==> src/shared/fivi_pkg.sv <==
// Constants and types shared by the flash image check and install block
// Functional notes
// - Command code 0x05 asks for an image check and 0x06 for an image check then install, each decoded apart.
// - Either check command makes the device examine the flash store for a valid update image.
// - A check-and-install that finds a valid image resets the device and starts the new firmware.
// - A unicast check request is answered with code 0x85 sent to the request's source endpoint.
// - In the 0x85 reply result bit 0 is 1 for no valid image and 0 for a valid one, other bits reserved.
// - A unicast check-and-install request is answered with code 0x86 only when the image is not valid.
// - In the 0x86 reply result bit 0 is 1 to report an invalid image, other bits reserved.
// - Both replies carry zero block index, byte offset and byte count and no payload.
// - A flash write can only clear bits to zero; only an erase sets them back to one.
// - An erase always clears one whole flash block, never part of one.
// - A firmware upgrade erases the whole flash store, losing any user data in it.
package fivi_pkg;
    localparam logic [7:0] CMD_CHECK = 8'h05;
    localparam logic [7:0] CMD_CHECK_INSTALL = 8'h06;
    localparam logic [7:0] RSP_CHECK = 8'h85;
    localparam logic [7:0] RSP_CHECK_INSTALL = 8'h86;
    localparam int RES_INVALID_BIT = 0;
    localparam logic [7:0] IMG_MAGIC = 8'hA5;
    localparam logic [7:0] ERASED_BYTE = 8'hFF;
    localparam int STORE_BLOCKS = 4;
    localparam int BLOCK_BYTES = 16;
    localparam int STORE_BYTES = STORE_BLOCKS * BLOCK_BYTES;
    localparam int AW = 8;
    localparam logic [AW-1:0] ADDR_CTRL = 8'h00;
    localparam logic [AW-1:0] ADDR_STATUS = 8'h04;
    localparam logic [AW-1:0] ADDR_MASK = 8'h08;
    localparam logic [AW-1:0] ADDR_STATE = 8'h0C;
    localparam int CTRL_EN_BIT = 0;
    localparam logic CTRL_EN_RST = 1'b1;
    localparam int EV_CHECK = 0;
    localparam int EV_INSTALL = 1;
    localparam int EV_REFUSED = 2;
    localparam int EV_W = 3;
    localparam logic [EV_W-1:0] MASK_RST = 3'h0;
    localparam int CLK_PERIOD_NS = 10;
    localparam int REBOOT_PULSE_NS = 100;
    localparam int REBOOT_CYCLES = (REBOOT_PULSE_NS + CLK_PERIOD_NS - 1) / CLK_PERIOD_NS;

    typedef struct packed {
        logic [7:0] cmd;
        logic [7:0] options;
        logic [15:0] block;
        logic [15:0] offset;
        logic [15:0] count;
        logic [7:0] src_ep;
        logic unicast;
    } fivi_req_s;

    typedef struct packed {
        logic [7:0] cmd;
        logic [7:0] result;
        logic [15:0] block;
        logic [15:0] offset;
        logic [15:0] count;
        logic [7:0] dst_ep;
    } fivi_rsp_s;

    typedef struct packed {
        logic wr;
        logic erase;
        logic [15:0] addr;
        logic [7:0] data;
    } fivi_fop_s;

    typedef enum logic [2:0] {
        ST_IDLE = 3'b000,
        ST_CHECK = 3'b001,
        ST_ERASE = 3'b010,
        ST_REBOOT = 3'b011
    } fivi_state_e;
endpackage

==> src/rtl/fivi_top.sv <==
// Image check and install command handler with register port and flash store
`timescale 1ns/1ps
module fivi_top #(
    parameter int NBYTES = fivi_pkg::STORE_BYTES,
    parameter int BLKB = fivi_pkg::BLOCK_BYTES
) (
    // Clock and reset
    input wire logic core_clk_i,
    input wire logic nrst_i,
    // Command requests
    input wire logic req_valid_i,
    input wire fivi_pkg::fivi_req_s req_i,
    // Replies
    output logic rsp_valid_o,
    output fivi_pkg::fivi_rsp_s rsp_o,
    // User flash operations
    input wire fivi_pkg::fivi_fop_s fop_i,
    // Device control
    output logic sys_reset_o,
    output logic boot_new_o,
    output logic busy_o,
    // Register port
    input wire logic [fivi_pkg::AW-1:0] reg_addr_i,
    input wire logic [31:0] reg_wdata_i,
    input wire logic reg_wr_i,
    input wire logic reg_rd_i,
    output logic [31:0] reg_rdata_o,
    // Interrupt
    output logic irq_o
);
    import fivi_pkg::*;

    typedef struct packed {
        fivi_state_e st;
        logic install;
        logic unicast;
        logic [7:0] src_ep;
        logic ctrl_en;
        logic [EV_W-1:0] sts;
        logic [EV_W-1:0] mask;
        logic [31:0] rdata;
        logic irq;
        fivi_rsp_s rsp;
        logic rsp_valid;
        logic chk_start;
        logic valid;
        logic boot_new;
        logic sys_rst;
        logic [7:0] cnt;
        logic busy;
    } fivi_top_s;

    fivi_top_s s_r;
    fivi_top_s s_nxt;

    logic chk_done;
    logic chk_valid;
    logic [15:0] chk_addr;
    logic [7:0] store_data;
    fivi_fop_s store_op;
    logic erase_all;
    logic cmd_known;
    logic req_take;
    logic fop_any;
    logic [EV_W-1:0] ev;

    fivi_flash_store #(
        .NBYTES(NBYTES),
        .BLKB(BLKB)
    ) u_store (
        .core_clk_i(core_clk_i),
        .nrst_i(nrst_i),
        .op_i(store_op),
        .erase_all_i(erase_all),
        .rd_addr_i(chk_addr),
        .rd_data_o(store_data)
    );

    fivi_image_check #(
        .NBYTES(NBYTES)
    ) u_check (
        .core_clk_i(core_clk_i),
        .nrst_i(nrst_i),
        .start_i(s_r.chk_start),
        .done_o(chk_done),
        .valid_o(chk_valid),
        .rd_addr_o(chk_addr),
        .rd_data_i(store_data)
    );

    // Only the two check codes are taken; other codes belong to other handlers
    always_comb begin
        cmd_known = (req_i.cmd == CMD_CHECK) || (req_i.cmd == CMD_CHECK_INSTALL);
    end

    always_comb begin
        req_take = req_valid_i && cmd_known && s_r.ctrl_en && (s_r.st == ST_IDLE);
    end

    always_comb begin
        fop_any = fop_i.wr || fop_i.erase;
    end

    // User flash access only while idle and no check request is taken
    always_comb begin
        store_op = '0;
        if (s_r.st == ST_IDLE && !req_take) begin
            store_op = fop_i;
        end
    end

    always_comb begin
        erase_all = (s_r.st == ST_ERASE);
    end

    // Events seen this cycle
    always_comb begin
        ev = '0;
        ev[EV_CHECK] = chk_done && (s_r.st == ST_CHECK);
        ev[EV_INSTALL] = chk_done && (s_r.st == ST_CHECK) && s_r.install && chk_valid;
        ev[EV_REFUSED] = (fop_any && (s_r.st != ST_IDLE || req_take))
            || (req_valid_i && cmd_known && s_r.ctrl_en && s_r.st != ST_IDLE);
    end

    always_comb begin
        s_nxt = s_r;
        s_nxt.rsp_valid = 1'b0;
        s_nxt.chk_start = 1'b0;
        s_nxt.sys_rst = 1'b0;

        case (s_r.st)
            ST_IDLE: begin
                if (req_take) begin
                    // Option, block, offset and count are not read
                    s_nxt.install = (req_i.cmd == CMD_CHECK_INSTALL);
                    s_nxt.unicast = req_i.unicast;
                    s_nxt.src_ep = req_i.src_ep;
                    s_nxt.chk_start = 1'b1;
                    s_nxt.st = ST_CHECK;
                end
            end
            ST_CHECK: begin
                if (chk_done) begin
                    // Same checker result feeds both commands
                    s_nxt.valid = chk_valid;
                    s_nxt.rsp = '0;
                    s_nxt.rsp.dst_ep = s_r.src_ep;
                    if (!s_r.install) begin
                        s_nxt.rsp.cmd = RSP_CHECK;
                        s_nxt.rsp.result[RES_INVALID_BIT] = !chk_valid;
                        s_nxt.rsp_valid = s_r.unicast;
                        s_nxt.st = ST_IDLE;
                    end else if (!chk_valid) begin
                        s_nxt.rsp.cmd = RSP_CHECK_INSTALL;
                        s_nxt.rsp.result[RES_INVALID_BIT] = 1'b1;
                        s_nxt.rsp_valid = s_r.unicast;
                        s_nxt.st = ST_IDLE;
                    end else begin
                        // Valid image: no reply, go install
                        s_nxt.boot_new = 1'b1;
                        s_nxt.st = ST_ERASE;
                    end
                end
            end
            ST_ERASE: begin
                // Store cleared in this cycle by erase_all
                s_nxt.cnt = 8'(REBOOT_CYCLES);
                s_nxt.sys_rst = 1'b1;
                s_nxt.st = ST_REBOOT;
            end
            ST_REBOOT: begin
                if (s_r.cnt > 8'h01) begin
                    s_nxt.cnt = s_r.cnt - 8'h01;
                    s_nxt.sys_rst = 1'b1;
                end else begin
                    s_nxt.cnt = 8'h00;
                    s_nxt.st = ST_IDLE;
                end
            end
            default: begin
                s_nxt.st = ST_IDLE;
            end
        endcase

        s_nxt.busy = (s_nxt.st != ST_IDLE);

        // Register writes
        if (reg_wr_i) begin
            case (reg_addr_i)
                ADDR_CTRL: begin
                    s_nxt.ctrl_en = reg_wdata_i[CTRL_EN_BIT];
                end
                ADDR_MASK: begin
                    s_nxt.mask = reg_wdata_i[EV_W-1:0];
                end
                default: begin
                end
            endcase
        end

        // Register reads, data one cycle later
        s_nxt.rdata = 32'h0000_0000;
        if (reg_rd_i) begin
            case (reg_addr_i)
                ADDR_CTRL: begin
                    s_nxt.rdata[CTRL_EN_BIT] = s_r.ctrl_en;
                end
                ADDR_STATUS: begin
                    s_nxt.rdata[EV_W-1:0] = s_r.sts;
                end
                ADDR_MASK: begin
                    s_nxt.rdata[EV_W-1:0] = s_r.mask;
                end
                ADDR_STATE: begin
                    s_nxt.rdata[0] = s_r.valid;
                    s_nxt.rdata[1] = s_r.busy;
                    s_nxt.rdata[2] = s_r.boot_new;
                    s_nxt.rdata[6:4] = s_r.st;
                end
                default: begin
                    s_nxt.rdata = 32'h0000_0000;
                end
            endcase
        end

        // Sticky status: read clears, a new event in the same cycle wins
        if (reg_rd_i && reg_addr_i == ADDR_STATUS) begin
            s_nxt.sts = ev;
        end else begin
            s_nxt.sts = s_r.sts | ev;
        end

        s_nxt.irq = |(s_nxt.sts & s_nxt.mask);
    end

    always_ff @(posedge core_clk_i or negedge nrst_i) begin
        if (!nrst_i) begin
            s_r <= '0;
            s_r.st <= ST_IDLE;
            s_r.ctrl_en <= CTRL_EN_RST;
            s_r.mask <= MASK_RST;
        end else begin
            s_r <= s_nxt;
        end
    end

    assign rsp_valid_o = s_r.rsp_valid;
    assign rsp_o = s_r.rsp;
    assign sys_reset_o = s_r.sys_rst;
    assign boot_new_o = s_r.boot_new;
    assign busy_o = s_r.busy;
    assign reg_rdata_o = s_r.rdata;
    assign irq_o = s_r.irq;
endmodule

==> src/rtl/fivi_flash_store.sv <==
// Byte-wide flash store model with write-clears-only and whole-block erase
`timescale 1ns/1ps
module fivi_flash_store #(
    parameter int NBYTES = fivi_pkg::STORE_BYTES,
    parameter int BLKB = fivi_pkg::BLOCK_BYTES
) (
    // Clock and reset
    input wire logic core_clk_i,
    input wire logic nrst_i,
    // Operations
    input wire fivi_pkg::fivi_fop_s op_i,
    input wire logic erase_all_i,
    // Read port
    input wire logic [15:0] rd_addr_i,
    output logic [7:0] rd_data_o
);
    import fivi_pkg::*;

    typedef struct packed {
        logic [NBYTES-1:0][7:0] mem;
    } fivi_store_s;

    fivi_store_s s_r;
    fivi_store_s s_nxt;

    always_comb begin
        s_nxt = s_r;
        for (int i = 0; i < NBYTES; i++) begin
            if (erase_all_i) begin
                s_nxt.mem[i] = ERASED_BYTE;
            end else if (op_i.erase && (i / BLKB) == (int'(op_i.addr) / BLKB)) begin
                s_nxt.mem[i] = ERASED_BYTE;
            end else if (op_i.wr && i == int'(op_i.addr)) begin
                s_nxt.mem[i] = s_r.mem[i] & op_i.data;
            end
        end
    end

    always_ff @(posedge core_clk_i or negedge nrst_i) begin
        if (!nrst_i) begin
            s_r <= '{mem: {NBYTES{ERASED_BYTE}}};
        end else begin
            s_r <= s_nxt;
        end
    end

    assign rd_data_o = (int'(rd_addr_i) < NBYTES) ? s_r.mem[rd_addr_i] : ERASED_BYTE;
endmodule

==> src/rtl/fivi_image_check.sv <==
// Scans the flash store and decides whether it holds a valid update image
`timescale 1ns/1ps
module fivi_image_check #(
    parameter int NBYTES = fivi_pkg::STORE_BYTES
) (
    // Clock and reset
    input wire logic core_clk_i,
    input wire logic nrst_i,
    // Control
    input wire logic start_i,
    output logic done_o,
    output logic valid_o,
    // Store read port
    output logic [15:0] rd_addr_o,
    input wire logic [7:0] rd_data_i
);
    import fivi_pkg::*;

    typedef struct packed {
        logic busy;
        logic [15:0] idx;
        logic [7:0] sum;
        logic magic_ok;
        logic done;
        logic valid;
    } fivi_chk_s;

    fivi_chk_s s_r;
    fivi_chk_s s_nxt;

    // Valid means a leading marker byte and a zero byte sum over the store
    always_comb begin
        s_nxt = s_r;
        s_nxt.done = 1'b0;
        if (start_i && !s_r.busy) begin
            s_nxt.busy = 1'b1;
            s_nxt.idx = 16'h0000;
            s_nxt.sum = 8'h00;
        end else if (s_r.busy) begin
            s_nxt.sum = s_r.sum + rd_data_i;
            s_nxt.idx = s_r.idx + 16'h0001;
            if (s_r.idx == 16'h0000) begin
                s_nxt.magic_ok = (rd_data_i == IMG_MAGIC);
            end
            if (int'(s_r.idx) == NBYTES - 1) begin
                s_nxt.busy = 1'b0;
                s_nxt.done = 1'b1;
                s_nxt.valid = s_r.magic_ok && (8'(s_r.sum + rd_data_i) == 8'h00);
            end
        end
    end

    always_ff @(posedge core_clk_i or negedge nrst_i) begin
        if (!nrst_i) begin
            s_r <= '0;
        end else begin
            s_r <= s_nxt;
        end
    end

    assign rd_addr_o = s_r.idx;
    assign done_o = s_r.done;
    assign valid_o = s_r.valid;
endmodule

==> config.mk <==
export PLATFORM = sky130hd
export DESIGN_NAME = fivi_top
export DESIGN_NICKNAME = d
export VERILOG_FILES = /design/src/shared/fivi_pkg.sv /design/src/rtl/fivi_top.sv /design/src/rtl/fivi_flash_store.sv /design/src/rtl/fivi_image_check.sv
export SDC_FILE = /design/constraint.sdc
export NUM_CORES = 1
export LEC_CHECK = 0
export BUFFER_PORTS_ARGS = -buffer_cell sky130_fd_sc_hd__buf_2
export CORE_ASPECT_RATIO = 1.75
export CORE_MARGIN = 2
export CORE_UTILIZATION = 65
export CTS_BUF_LIST = sky130_fd_sc_hd__clkbuf_16
export DETAILED_ROUTE_END_ITERATION = 6
export PLACE_DENSITY = 0.83
export SETUP_SLACK_MARGIN = 0.5
export SLEW_MARGIN = 5
export SYNTH_ARGS = -nofsm -noshare
export SYNTH_HDL_FRONTEND = slang
export SYNTH_HIERARCHICAL = 1
export SYNTH_SLANG_ARGS = --single-unit
==> constraint.sdc <==
create_clock -name core_clk_i -period 9.4 [get_ports core_clk_i]
set_input_delay 2.82 -clock core_clk_i [delete_from_list [all_inputs] [get_ports core_clk_i]]
set_output_delay 2.82 -clock core_clk_i [all_outputs]
set_load 0.03 [all_outputs]
After elaboration in Yosys (flattened, before gate mapping)
Cells that the tools add are included.
{"block": "op_classes", "addsub": 3, "multipliers": 0, "n_div": 0, "n_lt_le_gt_ge": 3, "n_eq_ne": 76, "n_shift": 0, "muxes": 228, "bitwise_logic": 67, "reduce_logical": 168}
{"cell": "$mux W8", "n": 197}
{"cell": "$and A8 B8 Y8", "n": 64}
{"cell": "$eq A7 B16 Y1 const A", "n": 32}
{"cell": "$eq A6 B16 Y1 const A", "n": 16}
{"cell": "$reduce_bool A3 Y1", "n": 66}
{"cell": "$eq A5 B16 Y1 const A", "n": 8}
{"cell": "$logic_and A1 B1 Y1", "n": 80}
{"cell": "$eq A4 B16 Y1 const A", "n": 4}
{"cell": "$bmux W8 S6", "n": 1}
{"cell": "$eq A3 B16 Y1 const A", "n": 2}
{"cell": "$logic_not A16 Y1", "n": 2}
{"cell": "$logic_not A32 Y1", "n": 1}
{"cell": "$lt A16 B7 Y1 const B", "n": 2}
{"cell": "$mux W28", "n": 1}
{"cell": "$mux W26", "n": 1}
{"cell": "$mux W25", "n": 1}
{"cell": "$eq A3 B12 Y1 const A", "n": 2}
{"cell": "$eq A8 B3 Y1 const B", "n": 3}
{"cell": "$mux W3", "n": 7}
{"cell": "$pmux W9 S2", "n": 1}
{"cell": "$add A16 B1 Y16 const B", "n": 1}
{"cell": "$eq A16 B7 Y1 const B", "n": 1}
{"cell": "$eq A2 B16 Y1 const A", "n": 1}
{"cell": "$eq A8 B4 Y1 const B", "n": 2}
{"cell": "other kinds (26)", "n": 49}
{"block": "word_totals", "ff_bits": 624, "latchBits": 0, "ram_bits": 0, "romBits": 0, "inputBits": 144, "out_inout_bits": 109, "word_cells": 634, "memories": 0}

Logic depth before layout (Yosys ltp)
Gate-level depths: netlist (run 1).
{"block": "depth", "ltp_word": 13, "mapped_depth": 16, "mapped_depth_nobuf": 12}

Modules after synthesis
Netlist (run 1), hierarchy kept.
{"mod": "fivi_flash_store", "n_inst": 1, "cells_per_inst": 2124, "area_each_um2": 23065.9, "seq_area_each_um2": 13452.9}
{"mod": "fivi_top", "n_inst": 1, "cells_per_inst": 346, "area_each_um2": 3293.2, "seq_area_each_um2": 1327.5}
{"mod": "fivi_image_check", "n_inst": 1, "cells_per_inst": 179, "area_each_um2": 1736.7, "seq_area_each_um2": 700.7}

Worst setup path before layout (run 1)
No wires, ideal clock.
{"block": "synth_timing", "kind": "input -> register", "start": "input req_i[70] (netlist name)", "end": "register u_store/s_r[1] (netlist name)", "setup_ns": 0.090, "t_arrival_ns": 5.556, "required_time_ns": 9.310, "path_slack_ns": 3.754, "stages": 11, "n_path_buf": 2, "path_cell_list": "nor4_1 -> nor4bb_1 -> nor2_1 -> clkbuf_1 -> and2_1 -> or4_1 -> nor4_4 -> buf_2 -> nand3_1 -> o21ai_0 -> nand2_1"}
{"element": "start: declaration", "line_no": "fivi_top.sv:12", "rtl": "input wire fivi_pkg::fivi_req_s req_i,"}
{"element": "end signal: assignment", "line_no": "fivi_flash_store.sv:41", "rtl": "s_r <= '{mem: {NBYTES{ERASED_BYTE}}};"}
{"element": "end signal: assignment", "line_no": "fivi_flash_store.sv:43", "rtl": "s_r <= s_nxt;"}
{"element": "end: declaration", "line_no": "fivi_flash_store.sv:23", "rtl": "fivi_store_s s_r;"}

==> impl_metrics.tcl, run 1 <==
set metrics [dict create \
    outcome "finished clean" \
    synthSimpleGateAreaFrac_pct 13.5 \
    power_frac_seq_pct 52.0 \
    insertedDiodeCount 0 \
    crit_path_end_kind "register" \
    r2r_cells 12 \
    grt_pass1_vias 21600 \
    port_buffers 82 \
    cp_slowest_cell "or4_1" \
    wl_per_cell_um 22.8 \
    track_usage_pct 32.7 \
    vdd_drop_max_v 0.000170 \
    fin_crit_sh_pct 67.3 \
    h-tree-depth 2 \
    synth_mux_area_share_pct 11.2 \
    grt_pass1_wl_um 116000 \
    route.detailed.drc 0 \
    core_mm2 0.0427 \
    insertion_delay_ps 590 \
    postLayoutCellArea_mm2 0.0300 \
    io_pins 253 \
    p_comb_share_pct 13.7 \
    cts_setup_buffers 0 \
    cp_top_family "simple AND/OR/NAND/NOR gates" \
    synth-compound-area-share_pct 13.4 \
    relSlewSlack_pct 15.5 \
    grt_max_degree 219 \
    cts_hold_buf 0 \
    cts_sinks 593 \
    tightest_slew_ps 1270 \
    root_buffer "clkbuf_16" \
    maxCapViolCount 0 \
    path_class "in -> reg" \
    drt_iter0_markers 2368 \
    fin_nets 2747 \
    synth_top_family_by_area "simple AND/OR/NAND/NOR gates" \
    setup_viol 0 \
    syn2layout_area_growth_pct 6.70 \
    fin_worst_skew_ps 14.7 \
    hold_viol 0 \
    drt-pass1-iter-count 7 \
    final_cells 3192 \
    regToRegEndpoint "u_check/valid_o" \
    max_stage_delay_ps 610 \
    synth_fa_ha_area_share_pct 0.561 \
    dp.cells 3098 \
    ant_nets 0 \
    hold_end "rsp_o[2]" \
    fin_crit_ps 6320 \
    setup_tns_ps 0 \
    slew_violations 0 \
    gp_congestion 0.891 \
    synth-edff-count 0 \
    crit_buf_inv 4 \
    internal_power_mw 4.75 \
    critical_path_arrival_ps 6830 \
    path_max_fanout 96 \
    cts_tree "done" \
    rows 100 \
    crit_required_ps 9910 \
    grt_setup_unrepaired "false" \
    min_from "s_r[128]" \
    routed_wl_um 72600 \
    clockBufferDepth 3 \
    p_total_mw 6.41 \
    leakagePower_nw 13.8 \
    layout-drive-gt1-share_pct 33.1 \
    cp-start-kind "input pin" \
    synth-seq-cells 593 \
    dp_hpwl_um 45500 \
    p_sw_mw 1.66 \
    grt_remaining_overflow 0 \
    p_per_area_mw_per_mm2 214 \
    hold_depth 2 \
    clkPwrFrac_pct 34.4 \
    initial_core_util_pct 65.9 \
    fmax_mhz 158 \
    min-delay-path-class "reg -> reg" \
    ys_warn_count 6 \
    rrSetupSlack_ps 3970 \
    reg2reg_from "u_check/rd_addr_o[0]" \
    worstPathCellList "buf_2 -> nor4_1 -> nor4bb_1 -> nor2_1 -> buf_4 -> and2_1 -> or4_1 -> nor4_4 -> buf_4 -> a31oi_4 -> buf_4 -> nand2_1" \
    synth_cells 2649 \
    cp_common_cell "buf_4" \
    cts_buffers 52 \
    vias_per_cell 6.58 \
    vias 21000 \
    synth-seq-area-share_pct 55.1 \
    synth_xor_area_share_pct 0.218 \
    hold_ws_ps 468 \
    ys_types 71 \
    synth_area_mm2 0.0281 \
    avgSynthCellArea_um2 10.6 \
    switching_share_pct 25.9 \
    cts.clk_slew.worst_paths_ps 70 \
    dieWidth_um 161 \
    ys.flop_type "dfstp_2" \
    die_h_um 279 \
    cts_resized 0 \
    die_area_mm2 0.0450 \
    place_area_mm2 0.0282 \
    async_flop_share_pct 100 \
    antenna_found_initial 0 \
]
-- cells in the final DEF, fill, tap and decap left out, types with 6 or more instances in the layout --
master      netlist  routed
nand2_1         612     612
dfstp_2         513     513
o21ai_0         489     489
mux4_2          110     110
conb_1            1      86
nand3_1          83      83
buf_2            19      81
dfrtp_1          80      77
clkbuf_16         0      53
o21ai_1          50      50
mux2i_1          38      38
nor2_1           37      37
a22oi_1          37      37
nor2b_1          25      25
buf_4           122      24
and2_1           31      23
inv_1            12      21
nand2b_1         14      14
mux2_2           14      14
a21oi_1          13      13
o2111ai_1        13      13
o22ai_1          12      12
ha_1             11      11
clkinvlp_4        0      10
a211o_1          10      10
nor3_1            9       9
clkinv_2          0       9
and3_1            8       8
and2_2            0       8
mux2_4            8       8
bufinv_16         0       8
a22o_1            8       8
a41oi_1           8       8
nor4_1            6       6
a21o_1            6       6
-- metal layers --
| layer | GRT usage (%) | part of all wire [%] |
|---|---|---|
| met2 | 55.2 | 51 |
| met4 | 24.1 | 8.1 |
| met1 | 37.6 | 34 |
| met5 | 0 | 0 |
| met3 | 5.18 | 7.3 |
-- logic make-up after synthesis --
kind of cell             after synthesis
AO/OA/AOI/OAI                        678
XOR/XNOR                               7
adder cells (fa/ha/maj)               12
buffers and inverters                320
flip-flops                           593
multiplexers                         170
other                                  1
AND/OR/NAND/NOR                      868
-- state kept, by name (all words and copies together), names as in the netlist --
signal	flops
s_r	30
reg_rdata_o	6
irq_o	1
rsp_valid_o	1
u_check/rd_addr_o	16
busy_o	1
sys_reset_o	1
boot_new_o	1
u_check/s_r	10
u_check/done_o	1
rsp_o	12
u_store/s_r	512
u_check/valid_o	1
-- cell type report --
type	count	area, µm²
sequential	593	15500
fill	2854	12700
clock buffer	53	1330
clock inverter	41	423
multi-input combinational	1821	11300
inverter	13	48.8
timing repair buffer	110	681
tap	561	702
-- stage by stage --
stage / utilization [%] / setup slack (ps)
finish: 70.3 / 3080
global route: 70.3 / 2800
CTS: 70.3 / 3170
detailed placement: 66.2 / 2610
global placement: 66.2 / 2710
floorplan: - / 3750
-- cells in the mapped netlist (all sizes together), types with 14 or more instances --
library cell  instances  share of area, %
nand3                83               1.5
a22oi                37              0.99
buf                 150               3.7
nor2b                25              0.56
dfstp               513                48
nand2               612               8.2
nand2b               14              0.31
dfrtp                80               7.1
clkbuf              156               2.1
mux4                110               8.8
o21ai               539               9.6
nor2                 37              0.49
and2                 32              0.71
mux2                 22              0.99
mux2i                38               1.4
-- worst reg2reg max path: stages (launching register included) --
cell	delay, ps
dfrtp_4	870
buf_12	570
mux4_2	720
a22oi_1	390
nand2_1	140
o22ai_1	320
a41oi_1	120
ha_1	270
fa_1	440
xor2_1	200
or4b_2	660
or4_1	440
o31ai_2	190
-- how the worst max path moves through the flow --
stage                            end  startpoint  cells past startpoint
global route        u_store/s_r[376]   req_i[66]                     11
global placement    u_store/s_r[418]   req_i[70]                     12
finish              u_store/s_r[487]   req_i[70]                     12
detailed placement  u_store/s_r[434]   req_i[70]                     12
floorplan             u_store/s_r[1]   req_i[70]                     11
CTS                 u_store/s_r[487]   req_i[70]                     12
-- power by group through the flow --
stage | Clock, mW | Combinational, mW | Sequential (mW)
final | 2.20 | 0.877 | 3.33
after global routing | 2.33 | 0.966 | 3.36
after CTS | 2.23 | 0.864 | 3.32
after detailed placement | 0 | 0.848 | 3.35
after global placement | 0 | 0.801 | 3.31
after floorplan | 0 | 0.657 | 3.27
Power figures use the tool's default switching activity.
==> inputs of run 2 (changes only) <==
- CORE_UTILIZATION: 65 -> 54
- PLACE_DENSITY: 0.83 -> 0.73
- clock period: 9.4 -> 5.1 ns (I/O delays scaled with it)
==> run 2 against run 1 <==
  * Non-clock buffer count grew 46
  * Register-to-register slack lost 3300 ps
  * Sequential power grew 83%
  * Via count shrank 1.3%
  * Sequential share of layout area shrank 1.0 points
  * Largest power group unchanged
  * First-iteration DRC count shrank 32%
  * Highest routed layer unchanged
  * Sequential cell count is the same
  * Clock skew grew 16 ps
  * Critical path depth shrank 1
==> impl_metrics.tcl, run 2 (synthesis gave the netlist of run 1 again) <==
set metrics [dict create \
    outcome "finished clean" \
    critical_path_arrival_ps 4930 \
    io_pins 253 \
    internal_power_mw 8.66 \
    die_area_mm2 0.0539 \
    grtUsageMet3_pct 3.86 \
    relSlewSlack_pct 28.4 \
    h-tree-depth 2 \
    gp_congestion 0.907 \
    reg2reg_from "u_check/rd_addr_o[2]" \
    regToRegEndpoint "u_check/valid_o" \
    insertion_delay_ps 610 \
    routed_wl_um 74500 \
    power_frac_seq_pct 52.0 \
    hold_depth 2 \
    core_mm2 0.0515 \
    fin_nets 2794 \
    setup_ws_ps 661 \
    ant_nets 0 \
    final_cell_mix "612 x nand2_1, 513 x dfstp_2, 489 x o21ai_0" \
    clockBufferDepth 3 \
    insertedDiodeCount 0 \
    rows 110 \
    vias 20700 \
    dieWidth_um 176 \
    antenna_found_initial 0 \
    wl_per_cell_um 22.2 \
    fin_worst_skew_ps 30.6 \
    route.detailed.drc 0 \
    layout-drive-gt1-share_pct 34.1 \
    grt_max_degree 129 \
    p_sw_mw 3.09 \
    cts_hold_buf 0 \
    grt_pass1_vias 21500 \
    nFillCells 4191 \
    rrSetupSlack_ps 660 \
    place_ws_ps 249 \
    cp-start-kind "register" \
    grt_setup_unrepaired "false" \
    grt_remaining_overflow 0 \
    min_from "s_r[127]" \
    top_usage_layer "met2" \
    setup_tns_ps 0 \
    cts.clk_slew.worst_paths_ps 70 \
    port_buffers 82 \
    r2r_cells 11 \
    vias_per_cell 6.18 \
    hold_ws_ps 469 \
    clkPwrFrac_pct 33.9 \
    die_h_um 306 \
    cts_sinks 593 \
    fin_crit_ps 4440 \
    grtUsageMet2_pct 47.1 \
    dp_hpwl_um 48400 \
    path_class "reg -> reg" \
    setup_viol 0 \
    top_register "u_store/s_r" \
    leakagePower_nw 14.1 \
    drt_iter0_markers 1602 \
    track_usage_pct 27.7 \
    hold_viol 0 \
    syn2layout_area_growth_pct 8.83 \
    drt-pass1-iter-count 7 \
    tightest_slew_ps 1070 \
    switching_share_pct 26.3 \
    maxCapViolCount 0 \
    crit_required_ps 5590 \
    cts_buffers 53 \
    vdd_drop_max_v 0.000311 \
    hold_end "rsp_o[1]" \
    p_comb_share_pct 14.1 \
    p_per_area_mw_per_mm2 384 \
    crit_path_end_kind "register" \
    min-delay-path-class "reg -> reg" \
    use_met1_pct 31.3 \
    fin_crit_sh_pct 87.0 \
    path_max_fanout 27 \
    largest_reg_flops 512 \
    initial_core_util_pct 54.6 \
    cts_tree "done" \
    grt_pass1_wl_um 117000 \
    mostFrequentLayoutCell "nand2_1" \
    slew_violations 0 \
    root_buffer "clkbuf_16" \
    fmax_mhz 225 \
]
[run 2: cell type report]
cell class	instances	area, µm²	area share (%)
Sequential cell	593	15500	50.7
Multi-Input combinational cell	1821	11300	37.0
Clock buffer	54	1350	4.42
Timing Repair Buffer	156	1180	3.85
Tap cell	672	841	2.75
Clock inverter	41	354	1.16
Inverter	13	48.8	0.160
[run 2: worst max path at each step]
stage | slack [ps] | start | end | cells past startpoint
5_1_grt | 510 | u_check/rd_addr_o[14] | u_check/valid_o | 11
2_1_floorplan | 740 | req_i[70] | u_store/s_r[1] | 11
6_report | 660 | u_check/rd_addr_o[2] | u_check/valid_o | 11
3_5_place_dp | 250 | req_i[70] | u_store/s_r[385] | 13
3_3_place_gp | 290 | req_i[70] | u_store/s_r[10] | 13
4_1_cts | 540 | u_check/rd_addr_o[1] | u_check/valid_o | 11
[run 2: power by group through the flow]
stage / logic [mW] / clock network (mW) / registers [mW]
after floorplan: 1.21 / 0 / 6.03
after CTS: 1.64 / 4.06 / 6.10
after global routing: 1.84 / 4.23 / 6.17
final: 1.66 / 3.98 / 6.11
after global placement: 1.56 / 0 / 6.10
after detailed placement: 1.63 / 0 / 6.16
[run 2: worst max-delay path: stages, from the launching register on]
cell and delay (ps):
dfrtp_2 860, buf_4 330, nor2b_1 300, a22oi_1 150, nand2_1 190, o22ai_1 140, a41oi_1 310, ha_1 280
fa_1 460, or4b_2 690, or4_1 440, o31ai_2 180
[run 2: layer usage]
metal  vias up  routed length (µm)
li1       9027                   -
met1     10500               26200
met2       891               37600
met3       303                4280
met4         0                6390
met5         -                   0
[run 2: metrics by stage]
step	area, µm²	util, %	power [mW]	std cells
2_1_floorplan	28400	-	7.24	2734
3_3_place_gp	28800	55.9	7.66	3248
3_5_place_dp	28800	55.9	7.80	3248
4_1_cts	30500	59.3	11.8	3343
5_1_grt	30600	59.4	12.2	3350
6_report	30600	59.4	11.7	3350
[run 2: timing repair]
item                                    in CTS  in global routing
endpoints found under the setup margin       0                  1
gates resized for setup                      0                  1
buffers inserted                             0                  7
endpoints found under the hold margin        0                  0
